$ cat src/logic/bcrb_pkg.sv
/*
 Package for the buck control register bank: register indices, field
 positions, reset values and carrier structs.
 Assumes a 16-bit register word reached by an external serial-port engine.
*/
`default_nettype none
package bcrb_pkg;

   // ----------------------------------------------------------------
   // Register indices (8-bit register address space)
   // ----------------------------------------------------------------
   localparam logic [7:0] ADDR_CONV1_CTRL     = 8'h2a;
   localparam logic [7:0] ADDR_CONV1_CTRL_INV = 8'h2b;
   localparam logic [7:0] ADDR_CONV2_CTRL     = 8'h2c;
   localparam logic [7:0] ADDR_CONV2_CTRL_INV = 8'h2d;
   localparam logic [7:0] ADDR_STATE_REQ_INV  = 8'h25;
   localparam logic [7:0] ADDR_STATE_READOUT  = 8'h26;
   localparam logic [7:0] ADDR_ID_PRIMARY     = 8'h27;
   localparam logic [7:0] ADDR_ID_SECONDARY   = 8'h28;

   // ----------------------------------------------------------------
   // Field positions
   // ----------------------------------------------------------------
   localparam int EN_POS       = 2;
   localparam int MODE_LSB     = 0;
   localparam int NORMAL_POS   = 0;
   localparam int INIT_RUN_POS = 1;

   // ----------------------------------------------------------------
   // Reset values
   // ----------------------------------------------------------------
   localparam logic [15:0] STATE_REQ_INV_RST = 16'h0003;
   localparam logic [15:0] STATE_READOUT_RST = 16'h0000;
   localparam logic [15:0] ID2_VALUE         = 16'h0000;
   // Arbitrary identity values, not tied to any real part
   localparam logic [3:0]  FAMILY_CODE_DEF   = 4'h1;
   localparam logic [3:0]  PART_CODE_DEF     = 4'h2;
   localparam logic [2:0]  SIL_REV_DEF       = 3'h0;

   // ----------------------------------------------------------------
   // Operating mode codes
   // ----------------------------------------------------------------
   localparam logic [1:0] MODE_PFM = 2'h0;
   localparam logic [1:0] MODE_PWM = 2'h3;

   // Register-port request from the serial-port engine
   typedef struct packed {
      logic        wr;
      logic        rd;
      logic [7:0]  addr;
      logic [15:0] wdata;
   } bcrb_req_t;

   // Converter settings as applied to one switcher
   typedef struct packed {
      logic       enable;
      logic       pwm;
      logic [1:0] mode;
   } bcrb_conv_t;

   // Primary/inverse pair of one converter control register
   typedef struct packed {
      logic       en;
      logic [1:0] mode;
      logic       en_inv;
      logic [1:0] mode_inv;
   } bcrb_pair_t;

endpackage
`default_nettype wire

$ cat src/logic/bcrb_conv_apply.sv
/*
 One converter's complement check: applies each field (enable, mode) of a
 primary/inverse pair to the switcher only while that field agrees, otherwise holds that field's last good setting.
 Assumes the enable pin is already synchronised.
*/
`default_nettype none
module bcrb_conv_apply
   import bcrb_pkg::*;
(
   input  wire logic       core_clk,
   input  wire logic       nrst,
   input  wire bcrb_pair_t pair,
   input  wire logic       pin_en,
   input  wire logic       en_rst,
   input  wire logic [1:0] mode_rst,
   output var  bcrb_conv_t applied
);
   import bcrb_pkg::*;

   typedef struct packed {
      logic       en;
      logic [1:0] mode;
      bcrb_conv_t out;
   } bcrb_ca_state_t;

   bcrb_ca_state_t st_r;
   bcrb_ca_state_t st_nxt;
   logic           loaded_r;

   always_comb begin
      st_nxt = st_r;
      if (!loaded_r) begin
         st_nxt.en   = en_rst;
         st_nxt.mode = mode_rst;
      end else begin
         if (pair.en == ~pair.en_inv)
            st_nxt.en = pair.en;
         if (pair.mode == ~pair.mode_inv)
            st_nxt.mode = pair.mode;
      end
      st_nxt.out.enable = st_nxt.en & pin_en;
      st_nxt.out.mode   = st_nxt.mode;
      st_nxt.out.pwm    = (st_nxt.mode == MODE_PWM);
   end

   always_ff @(posedge core_clk or negedge nrst) begin
      if (!nrst) begin
         st_r     <= '0;
         loaded_r <= 1'b0;
      end else begin
         st_r     <= st_nxt;
         loaded_r <= 1'b1;
      end
   end

   assign applied = st_r.out;
endmodule
`default_nettype wire

$ cat src/logic/bcrb_top.sv
/*
 Buck control register bank: converter control pairs, state request,
 state readout and identification registers on a 16-bit register port.
 Assumes a serial-port engine on core_clk that presents one-cycle read and
 write strobes, and that nrst is the power-on reset.
*/
`default_nettype none

// What this block does
// Converter one enable applied only when it equals inverse of its shadow.
// Converter one on needs enable one and its enable pin high.
// Converter one mode applied only when equal to inverse shadow field.
// Converter one mode 00 is PFM, 11 is PWM, others reserved.
// Converter two enable applied only when equal to inverse shadow.
// Converter two on needs enable one and its enable pin high.
// Converter two mode applied only when equal to inverse shadow.
// Converter two mode 00 is PFM, 11 is PWM, others reserved.
// Converter fields return to defaults only on power-on reset.
// Self-updating bits are host read-write and hardware may change them.
// OTP-loaded bits take their default from OTP storage.
// On mismatch the switcher keeps its last checked setting.
// Host writes primary and inverse registers with complementary values.
module bcrb_top
   import bcrb_pkg::*;
#(
   parameter int DATA_W = 16
)
(
   input  wire logic              core_clk,
   input  wire logic              nrst,
   input  wire bcrb_req_t         req,
   output var  logic [DATA_W-1:0] rdata,
   output var  logic              rvalid,
   output var  logic              addr_err,
   input  wire logic              otp_valid,
   input  wire logic              otp_conv1_en,
   input  wire logic [1:0]        otp_conv1_mode,
   input  wire logic              otp_conv2_en,
   input  wire logic [1:0]        otp_conv2_mode,
   input  wire logic [4:0]        controller_state_code,
   input  wire logic              normal_done,
   input  wire logic              init_run_done,
   input  wire logic              converter_one_enable_pin,
   input  wire logic              converter_two_enable_pin,
   output var  bcrb_conv_t        converter_one,
   output var  bcrb_conv_t        converter_two,
   output var  logic              normal_request,
   output var  logic              init_run_request
);
   import bcrb_pkg::*;

   // ----------------------------------------------------------------
   // State
   // ----------------------------------------------------------------
   typedef struct packed {
      bcrb_pair_t        c1;
      bcrb_pair_t        c2;
      logic [1:0]        req_inv;
      logic              otp_done;
      logic [DATA_W-1:0] rdata;
      logic              rvalid;
      logic              addr_err;
   } bcrb_state_t;

   bcrb_state_t st_r;
   bcrb_state_t st_nxt;

   logic [2:0] pin1_sync_r;
   logic [2:0] pin2_sync_r;
   logic       pin1_r;
   logic       pin2_r;

   bcrb_conv_t conv1_app;
   bcrb_conv_t conv2_app;

   // Packs one register half of a pair into a 16-bit word
   function automatic logic [DATA_W-1:0] pack_ctrl(input logic en,
                                                   input logic [1:0] md);
      logic [DATA_W-1:0] w;
      w = '0;
      w[EN_POS] = en;
      w[MODE_LSB +: 2] = md;
      return w;
   endfunction

   // ----------------------------------------------------------------
   // Enable pin synchronisers
   // ----------------------------------------------------------------
   // Change is accepted only when stages two and three agree
   always_ff @(posedge core_clk or negedge nrst) begin
      if (!nrst) begin
         pin1_sync_r <= 3'h0;
         pin2_sync_r <= 3'h0;
         pin1_r      <= 1'b0;
         pin2_r      <= 1'b0;
      end else begin
         pin1_sync_r <= {pin1_sync_r[1:0], converter_one_enable_pin};
         pin2_sync_r <= {pin2_sync_r[1:0], converter_two_enable_pin};
         if (pin1_sync_r[1] == pin1_sync_r[2])
            pin1_r <= pin1_sync_r[2];
         if (pin2_sync_r[1] == pin2_sync_r[2])
            pin2_r <= pin2_sync_r[2];
      end
   end

   // ----------------------------------------------------------------
   // Register file
   // ----------------------------------------------------------------
   always_comb begin
      st_nxt          = st_r;
      st_nxt.rvalid   = 1'b0;
      st_nxt.addr_err = 1'b0;

      // Defaults come from OTP once it is valid, not from constants
      if (!st_r.otp_done && otp_valid) begin
         st_nxt.otp_done    = 1'b1;
         st_nxt.c1.en       = otp_conv1_en;
         st_nxt.c1.mode     = otp_conv1_mode;
         st_nxt.c1.en_inv   = ~otp_conv1_en;
         st_nxt.c1.mode_inv = ~otp_conv1_mode;
         st_nxt.c2.en       = otp_conv2_en;
         st_nxt.c2.mode     = otp_conv2_mode;
         st_nxt.c2.en_inv   = ~otp_conv2_en;
         st_nxt.c2.mode_inv = ~otp_conv2_mode;
      end

      // Controller completes a request: self-update of the request bits
      if (normal_done)
         st_nxt.req_inv[NORMAL_POS] = 1'b1;
      if (init_run_done)
         st_nxt.req_inv[INIT_RUN_POS] = 1'b1;

      if (req.wr) begin
         unique case (req.addr)
            ADDR_CONV1_CTRL: begin
               st_nxt.c1.en   = req.wdata[EN_POS];
               st_nxt.c1.mode = req.wdata[MODE_LSB +: 2];
            end
            ADDR_CONV1_CTRL_INV: begin
               st_nxt.c1.en_inv   = req.wdata[EN_POS];
               st_nxt.c1.mode_inv = req.wdata[MODE_LSB +: 2];
            end
            ADDR_CONV2_CTRL: begin
               st_nxt.c2.en   = req.wdata[EN_POS];
               st_nxt.c2.mode = req.wdata[MODE_LSB +: 2];
            end
            ADDR_CONV2_CTRL_INV: begin
               st_nxt.c2.en_inv   = req.wdata[EN_POS];
               st_nxt.c2.mode_inv = req.wdata[MODE_LSB +: 2];
            end
            ADDR_STATE_REQ_INV: begin
               // Host write lands after the self-update, so host wins
               st_nxt.req_inv[NORMAL_POS] = req.wdata[NORMAL_POS];
               st_nxt.req_inv[INIT_RUN_POS] = req.wdata[INIT_RUN_POS];
            end
            ADDR_STATE_READOUT, ADDR_ID_PRIMARY, ADDR_ID_SECONDARY: begin
            end
            default: st_nxt.addr_err = 1'b1;
         endcase
      end

      if (req.rd) begin
         st_nxt.rvalid = 1'b1;
         st_nxt.rdata  = '0;
         unique case (req.addr)
            ADDR_CONV1_CTRL:
               st_nxt.rdata = pack_ctrl(st_r.c1.en, st_r.c1.mode);
            ADDR_CONV1_CTRL_INV:
               st_nxt.rdata = pack_ctrl(st_r.c1.en_inv, st_r.c1.mode_inv);
            ADDR_CONV2_CTRL:
               st_nxt.rdata = pack_ctrl(st_r.c2.en, st_r.c2.mode);
            ADDR_CONV2_CTRL_INV:
               st_nxt.rdata = pack_ctrl(st_r.c2.en_inv, st_r.c2.mode_inv);
            ADDR_STATE_REQ_INV:
               st_nxt.rdata[1:0] = st_r.req_inv;
            ADDR_STATE_READOUT:
               st_nxt.rdata[4:0] = controller_state_code;
            ADDR_ID_PRIMARY:
               st_nxt.rdata = {2'h0, SIL_REV_DEF, 3'h0,
                               FAMILY_CODE_DEF, PART_CODE_DEF};
            ADDR_ID_SECONDARY:
               st_nxt.rdata = ID2_VALUE;
            default: st_nxt.addr_err = 1'b1;
         endcase
      end
   end

   // Only power-on reset restores converter defaults; no soft reset path
   always_ff @(posedge core_clk or negedge nrst) begin
      if (!nrst) begin
         st_r         <= '0;
         st_r.c1.en_inv   <= 1'b1;
         st_r.c1.mode_inv <= 2'h3;
         st_r.c2.en_inv   <= 1'b1;
         st_r.c2.mode_inv <= 2'h3;
         st_r.req_inv <= STATE_REQ_INV_RST[1:0];
      end else begin
         st_r <= st_nxt;
      end
   end

   // ----------------------------------------------------------------
   // Converter application
   // ----------------------------------------------------------------
   bcrb_conv_apply u_conv1 (
      .core_clk (core_clk),
      .nrst     (nrst),
      .pair     (st_r.c1),
      .pin_en   (pin1_r),
      .en_rst   (1'b0),
      .mode_rst (MODE_PFM),
      .applied  (conv1_app)
   );

   bcrb_conv_apply u_conv2 (
      .core_clk (core_clk),
      .nrst     (nrst),
      .pair     (st_r.c2),
      .pin_en   (pin2_r),
      .en_rst   (1'b0),
      .mode_rst (MODE_PFM),
      .applied  (conv2_app)
   );

   assign converter_one    = conv1_app;
   assign converter_two    = conv2_app;
   assign rdata            = st_r.rdata;
   assign rvalid           = st_r.rvalid;
   assign addr_err         = st_r.addr_err;
   assign normal_request   = ~st_r.req_inv[NORMAL_POS];
   assign init_run_request = ~st_r.req_inv[INIT_RUN_POS];
endmodule
`default_nettype wire

$ cat config.mk
export PLATFORM = sky130hd
export DESIGN_NAME = bcrb_top
export DESIGN_NICKNAME = d
export VERILOG_FILES = /design/src/logic/bcrb_pkg.sv /design/src/logic/bcrb_conv_apply.sv /design/src/logic/bcrb_top.sv
export SDC_FILE = /design/constraint.sdc
export NUM_CORES = 1
export LEC_CHECK = 0
export BUFFER_PORTS_ARGS = -buffer_cell sky130_fd_sc_hd__buf_2
export CAP_MARGIN = 20
export CORE_MARGIN = 4
export CORE_UTILIZATION = 45
export CTS_BUF_LIST = sky130_fd_sc_hd__clkbuf_4
export DETAILED_ROUTE_END_ITERATION = 10
export PLACE_DENSITY_LB_ADDON = 0.3
export SETUP_SLACK_MARGIN = 0.3
export SLEW_MARGIN = 0
export SYNTH_ARGS = -nofsm -noshare
export SYNTH_HDL_FRONTEND = slang
export SYNTH_SLANG_ARGS = --single-unit
export TNS_END_PERCENT = 1
$ cat constraint.sdc
create_clock -name core_clk -period 1.95 [get_ports core_clk]
set_clock_uncertainty 0.15 [all_clocks]
set_input_delay 0.39 -clock core_clk [delete_from_list [all_inputs] [get_ports core_clk]]
set_output_delay 0.39 -clock core_clk [all_outputs]
set_load 0.005 [all_outputs]
==> results of run 1 <==
==> what timing repair did <==
item,CTS,global route
hold buffers,3,0
resized for setup,0,0
endpoints found under the setup margin,0,2
buffers inserted,0,1
hold endpoints to repair,15,0
==> layout make-up <==
| type | count | share of cell area (%) |
|---|---|---|
| timing repair buffer | 60 | 13.41 |
| inverter | 15 | 2.218 |
| tap | 67 | 3.302 |
| multi-input combinational | 135 | 37.11 |
| clock inverter | 2 | 1.380 |
| clock buffer | 6 | 1.774 |
| sequential | 41 | 40.81 |
==> stage by stage <==
| step | instance area, um2 | instances | utilization [%] |
|---|---|---|---|
| 2_1_floorplan | 2250 | 223 | - |
| 3_3_place_gp | 2421 | 314 | 50.92 |
| 3_5_place_dp | 2421 | 314 | 50.92 |
| 4_1_cts | 2531 | 325 | 53.24 |
| 5_1_grt | 2539 | 326 | 53.39 |
| 6_report | 2539 | 326 | 53.39 |
==> power by group through the flow <==
stage / clock network (mW) / registers, mW / logic (mW)
2_1_floorplan: 0 / 0.987 / 0.227
3_3_place_gp: 0 / 1.00 / 0.290
3_5_place_dp: 0 / 1.00 / 0.298
4_1_cts: 0.575 / 0.987 / 0.304
5_1_grt: 0.604 / 1.00 / 0.341
6_report: 0.560 / 0.987 / 0.301
==> cell usage in the layout (no fill, tap or decap), types with 4 or more instances in the layout <==
cell | synthesis | final
buf_2 | 4 | 47
dfstp_2 | 8 | 8
o2bb2ai_1 | 4 | 4
maj3_1 | 4 | 4
buf_4 | 24 | 10
mux2_2 | 4 | 4
o22ai_1 | 4 | 4
conb_1 | 2 | 12
o21ai_0 | 4 | 4
nand2b_1 | 5 | 5
and2_1 | 4 | 4
nand2_1 | 13 | 13
xor2_1 | 4 | 4
mux2i_1 | 10 | 10
o21ai_1 | 7 | 7
dfrtp_1 | 33 | 33
inv_1 | 14 | 14
a21oi_1 | 11 | 11
clkbuf_4 | 0 | 6
nor2_1 | 12 | 12
==> metal layers <==
layer,track usage (%),up-vias
li1,-,793
met1,21.31,745
met2,24.49,51
met5,0,-
met3,4.243,2
met4,5.594,0
==> registers in the layout, indices dropped and copies added, names as in the netlist, 2 cells and up <==
register	count
u_conv2.applied	2
pin1_sync_r	3
st_r	15
u_conv1.applied	2
pin2_sync_r	3
u_conv1.st_r	3
rdata	5
u_conv2.st_r	3
==> path summary, 6_finish.rpt <==
| path | cells after the start | endpoint | startpoint |
|---|---|---|---|
| max in group asynchronous | 3 | st_r[20] | nrst |
| min reg2reg | 0 | pin2_sync_r[1] | pin2_sync_r[0] |
| max | 2 | normal_request | st_r[19] |
| min in group asynchronous | 2 | u_conv2.applied[3] | nrst |
| max reg2reg | 4 | rdata[0] | st_r[21] |
| min | 1 | rvalid | req[24] |
==> cell families (layout without fill, tap and decap cells) <==
logic type	count (synthesis)	in the layout	synth area share, %
compound gates	46	46	14.88
xor+xnor	4	4	1.584
fa+ha+maj	4	4	1.810
buf+inv	47	83	12.27
flops	41	41	46.83
mux	17	17	8.088
other cells	2	12	0.3395
simple gates	52	52	14.20
==> critical path, delay by kind of cell, from the launching register on <==
| kind | cells | cell delay, ns |
|---|---|---|
| buf+inv | 2 | 0.15 |
| flops | 1 | 0.57 |
==> impl_metrics.env, run 1 <==
export IMPL_start_kind="flop"
export IMPL_seq_area_um2=1036
export IMPL_power_density_nw_per_um2=728.0
export IMPL_final_fill_count=446
export IMPL_yosysTopAreaCellShare_pct=37.33
export IMPL_grt_pass1_vias=1686
export IMPL_multi_input_area_um2=942.2
export IMPL_wl_met1_um=1998
export IMPL_r2r_slack_ns=0.43
export IMPL_met3_wirelength_um=336
export IMPL_p_clk_share_pct=30.3
export IMPL_setup_viol=0
export IMPL_synthArstFlopShare_pct=100.0
export IMPL_drive_above_1_share_pct=33.59
export IMPL_maxCapViolations=0
export IMPL_synth_commonest_cells="dfrtp_1 (33), buf_4 (24), inv_1 (14), nand2_1 (13), nor2_1 (12)"
export IMPL_die_h_um=78.11
export IMPL_critPathKind="reg -> out"
export IMPL_worst_ir_drop_vdd_v=0.0003901
export IMPL_first_pass_iters=4
export IMPL_critPathRequiredTime_ns=1.41
export IMPL_combPwrFrac_pct=16.3
export IMPL_ys_flop_type="dfrtp_1"
export IMPL_insertion_delay_ns=0.34
export IMPL_via_per_inst=4.880
export IMPL_yosys_register_bits=41
export IMPL_start_util_pct=46.53
export IMPL_p_leak_nw=1.186
export IMPL_yosys_area_top_type="dfrtp_1"
export IMPL_wl_per_cell_um=13.57
export IMPL_topRoutingLayerUsed="met4"
export IMPL_cp_data_arrival_time_ns=1.05
export IMPL_hold_violations=0
export IMPL_fin_crit_ns=1.593
export IMPL_rsz0062_at_grt="false"
export IMPL_overflow=0
export IMPL_core_area_um2=4755
export IMPL_numClockSinks=41
export IMPL_die_area_um2=6101
export IMPL_cp_slowest_cell="dfstp_2"
export IMPL_grt_pass1_wl_um=7679
export IMPL_whs_ns=0.1029
export IMPL_grt_usage_pct=15.79
export IMPL_slowest_delay_ns=0.57
export IMPL_clock_fmax_mhz=627.8
export IMPL_switching_share_pct=26.60
export IMPL_yosysWarnings=0
export IMPL_finalWorstSetupSlack_ns=0.3572
export IMPL_worst_setup_path_end_kind="primary output"
export IMPL_htreeDepth=2
export IMPL_dp_slack_ns=0.01877
export IMPL_clkTransAtPathRegs_ns=0.12
export IMPL_drtIter0Drc=59
export IMPL_synthCells=213
export IMPL_antenna_found_initial=0
export IMPL_ant_nets=0
export IMPL_drc_errors=0
export IMPL_totalWireLength_um=4424
export IMPL_drv_slew=0
export IMPL_met2WireLength_um=2067
export IMPL_hpwl_um=3422
export IMPL_hold_class="in -> reg"
export IMPL_synth_area_leaders="dfrtp_1 (37%), dfstp_2 (9.5%), buf_4 (8.1%)"
export IMPL_clockRootBuffer="clkbuf_4"
export IMPL_tns_ns=0
export IMPL_gp_congestion=0.8032
export IMPL_synth_cell_types=47
export IMPL_nets=302
export IMPL_netlist_area_um2=2212
export IMPL_cts_buffers=5
export IMPL_num_vias=1591
export IMPL_p_switching_uw=491.6
export IMPL_intPower_mw=1.357
export IMPL_synth_edff_count=0
export IMPL_finalPower_mw=1.848
export IMPL_syn2layout_area_growth_pct=14.76
export IMPL_die_x_um=78.11
export IMPL_antenna_cells=0
export IMPL_clk_path_buf_depth=2
export IMPL_synth_most_common_cell="dfrtp_1"
export IMPL_crit_path_max_fanout=3
export IMPL_status="finished, final reports clean"
export IMPL_path_cells="inv_1 -> buf_2"
export IMPL_numPortBuffers=47
export IMPL_period_share_pct=81.68
export IMPL_cts_tree="done"
export IMPL_std_cell_rows=25
export IMPL_avgSynthCellArea_um2=10.39
export IMPL_seq_power_share_pct=53.4
export IMPL_grt_max_degree=22
export IMPL_pin_count=72
export IMPL_yosysSeqAreaShare_pct=46.83
No activity file was read; power rests on OpenSTA's default activity.
==> run 2, diff against run 1 <==
ABC_AREA = 1   (was not set)
clock period = 1.55 ns   (was 1.95 ns; I/O delays follow)
==> run 2 against run 1 <==
Compared with the run above:
- clock power up 22%
- utilization up 2.6 points
- via count up 9.9%
- first-iteration DRC count rose by 34%
- count of clock-buffer cells in the layout shrank 1
- power up 27%
- non-clock buffer count unchanged
- critical path type unchanged
- die area fell by 0.80%
- sequential power increased by 28%
==> impl_metrics.env, run 2 <==
export IMPL_synth_edff_count=0
export IMPL_ant_nets=0
export IMPL_clkTransAtPathRegs_ns=0.12
export IMPL_status="finished, final reports clean"
export IMPL_pin_count=72
export IMPL_clockRootBuffer="clkbuf_4"
export IMPL_hpwl_um=3339
export IMPL_htreeDepth=2
export IMPL_die_x_um=77.80
export IMPL_critPathKind="reg -> out"
export IMPL_netlist_area_um2=2192
export IMPL_nets=365
export IMPL_largest_reg_flops=15
export IMPL_antenna_cells=0
export IMPL_cp_data_arrival_time_ns=1.05
export IMPL_synth_cell_types=28
export IMPL_grt_pass1_vias=1669
export IMPL_place_area_um2=2416
export IMPL_drv_slew=0
export IMPL_wl_per_cell_um=11.29
export IMPL_switching_share_pct=27.75
export IMPL_overflow=0
export IMPL_final_cell_mix="nand2_1 (46), buf_2 (46), inv_1 (39)"
export IMPL_numClockSinks=41
export IMPL_power_density_nw_per_um2=886.0
export IMPL_syn2layout_area_growth_pct=20.72
export IMPL_worst_ir_drop_vdd_v=0.0005256
export IMPL_die_h_um=77.80
export IMPL_multi_input_area_um2=909.6
export IMPL_yosys_area_top_type="dfrtp_1"
export IMPL_via_per_inst=4.496
export IMPL_cts_buffers=5
export IMPL_critPathRequiredTime_ns=1.09
export IMPL_seq_area_um2=1036
export IMPL_stdcell_area_um2=2646
export IMPL_synthCells=271
export IMPL_grt_max_degree=30
export IMPL_drtIter0Drc=79
export IMPL_avgSynthCellArea_um2=8.089
export IMPL_fin_crit_ns=1.512
export IMPL_totalWireLength_um=4390
export IMPL_seq_power_share_pct=53.7
export IMPL_maxCapViolations=0
export IMPL_yosysSeqAreaShare_pct=47.26
export IMPL_insertion_delay_ns=0.35
export IMPL_std_cell_rows=25
export IMPL_finalWorstSetupSlack_ns=0.03808
export IMPL_crit_path_max_fanout=2
export IMPL_clk_path_buf_depth=2
export IMPL_setup_viol=0
export IMPL_core_area_um2=4723
export IMPL_p_switching_uw=650.6
export IMPL_drc_errors=0
export IMPL_gp_congestion=0.8327
export IMPL_ys_flop_type="dfrtp_1"
export IMPL_clock_fmax_mhz=661.4
export IMPL_dp_slack_ns=0.02044
export IMPL_final_fill_count=457
export IMPL_tns_ns=0
export IMPL_cts_tree="done"
export IMPL_intPower_mw=1.694
export IMPL_rsz0062_at_grt="true"
export IMPL_p_leak_nw=1.435
export IMPL_synth_area_leaders="dfrtp_1 (38%), dfstp_2 (9.6%), nand2_1 (9.1%)"
export IMPL_hold_violations=0
export IMPL_synth_most_common_cell="nand2_1"
export IMPL_num_vias=1749
export IMPL_yosysWarnings=0
export IMPL_yosysTopAreaCellShare_pct=37.67
export IMPL_synth_commonest_cells="nand2_1 (53), inv_1 (40), dfrtp_1 (33), nor2_1 (33), buf_4 (25)"
export IMPL_grt_usage_pct=15.17
export IMPL_yosys_register_bits=41
export IMPL_die_area_um2=6052
export IMPL_numPortBuffers=47
export IMPL_start_util_pct=46.41
export IMPL_hold_class="in -> reg"
export IMPL_antenna_found_initial=0
export IMPL_fin_util_pct=56.03
export IMPL_first_pass_iters=5
export IMPL_p_clk_share_pct=29.2
export IMPL_grt_pass1_wl_um=7348
export IMPL_start_kind="flop"
export IMPL_worst_setup_path_end_kind="primary output"
export IMPL_synthArstFlopShare_pct=100.0
export IMPL_combPwrFrac_pct=17.1
export IMPL_top_register="st_r"
export IMPL_period_share_pct=97.54
export IMPL_drive_above_1_share_pct=31.99
-- run 2: final timing paths --
path,from,endpoint,slack [ns],cells after the start
min in group asynchronous,nrst,u_conv2.applied[2],0.21,2
min,controller_state_code[3],rdata[3],0.03,3
max reg2reg,st_r[21],u_conv2.applied[2],0.10,7
max in group asynchronous,nrst,st_r[21],0.53,3
min reg2reg,pin2_sync_r[0],pin2_sync_r[1],0.21,0
max,st_r[19],normal_request,0.04,2
-- run 2: per-layer routing --
| metal | GRT usage, % | part of all wire (%) | up-vias |
|---|---|---|---|
| li1 | - | - | 903 |
| met1 | 20.13 | 44 | 786 |
| met2 | 24.14 | 47 | 54 |
| met3 | 3.480 | 6.6 | 6 |
| met4 | 5.516 | 1.9 | 0 |
| met5 | 0 | 0 | - |
-- run 2: cell type report --
cell class | instances | area share [%]
Clock buffer | 5 | 1.418
Clock inverter | 3 | 1.560
Inverter | 41 | 5.816
Multi-Input combinational cell | 172 | 34.37
Sequential cell | 41 | 39.15
Tap cell | 67 | 3.168
Timing Repair Buffer | 60 | 14.52
-- run 2: logic make-up (layout without fill, tap and decap cells) --
group	count (synthesis)	in the layout	share of synthesized area [%]
AND/OR/NAND/NOR	122	122	25.34
buffers and inverters	68	109	16.27
flip-flops	41	41	47.26
AO/OA/AOI/OAI	34	34	9.076
adder cells (fa/ha/maj)	2	2	0.9133
other	2	12	0.3426
XOR/XNOR	2	2	0.7992
-- run 2: timing repair --
| item | 4_1_cts | 5_1_grt |
|---|---|---|
| buffers inserted | 2 | 0 |
| setup endpoints to repair | 34 | 38 |
| resized for setup | 0 | 30 |
| hold endpoints to repair | 37 | 0 |
| pin swaps | 0 | 17 |
| hold buffers | 5 | 0 |
-- run 2: critical path, cell delays in order, from the launching register on --
cell	delay (ns)
dfstp_2	0.57
inv_2	0.04
buf_6	0.10
-- run 2: power groups by stage --
stage / clock network (mW) / registers [mW] / logic [mW]
2_1_floorplan: 0 / 1.25 / 0.284
3_3_place_gp: 0 / 1.27 / 0.359
3_5_place_dp: 0 / 1.27 / 0.367
4_1_cts: 0.711 / 1.25 / 0.379
5_1_grt: 0.759 / 1.28 / 0.464
6_report: 0.685 / 1.26 / 0.400
-- run 2: per-stage QoR --
stage                     hold slack (ns)  cells  total power, mW
final                             0.02933    389            2.345
after global routing              0.01942    389            2.498
after CTS                         0.01648    389            2.345
after detailed placement          0.06916    374            1.641
after global placement            0.07055    374            1.632
after floorplan                   -0.1356    281            1.535
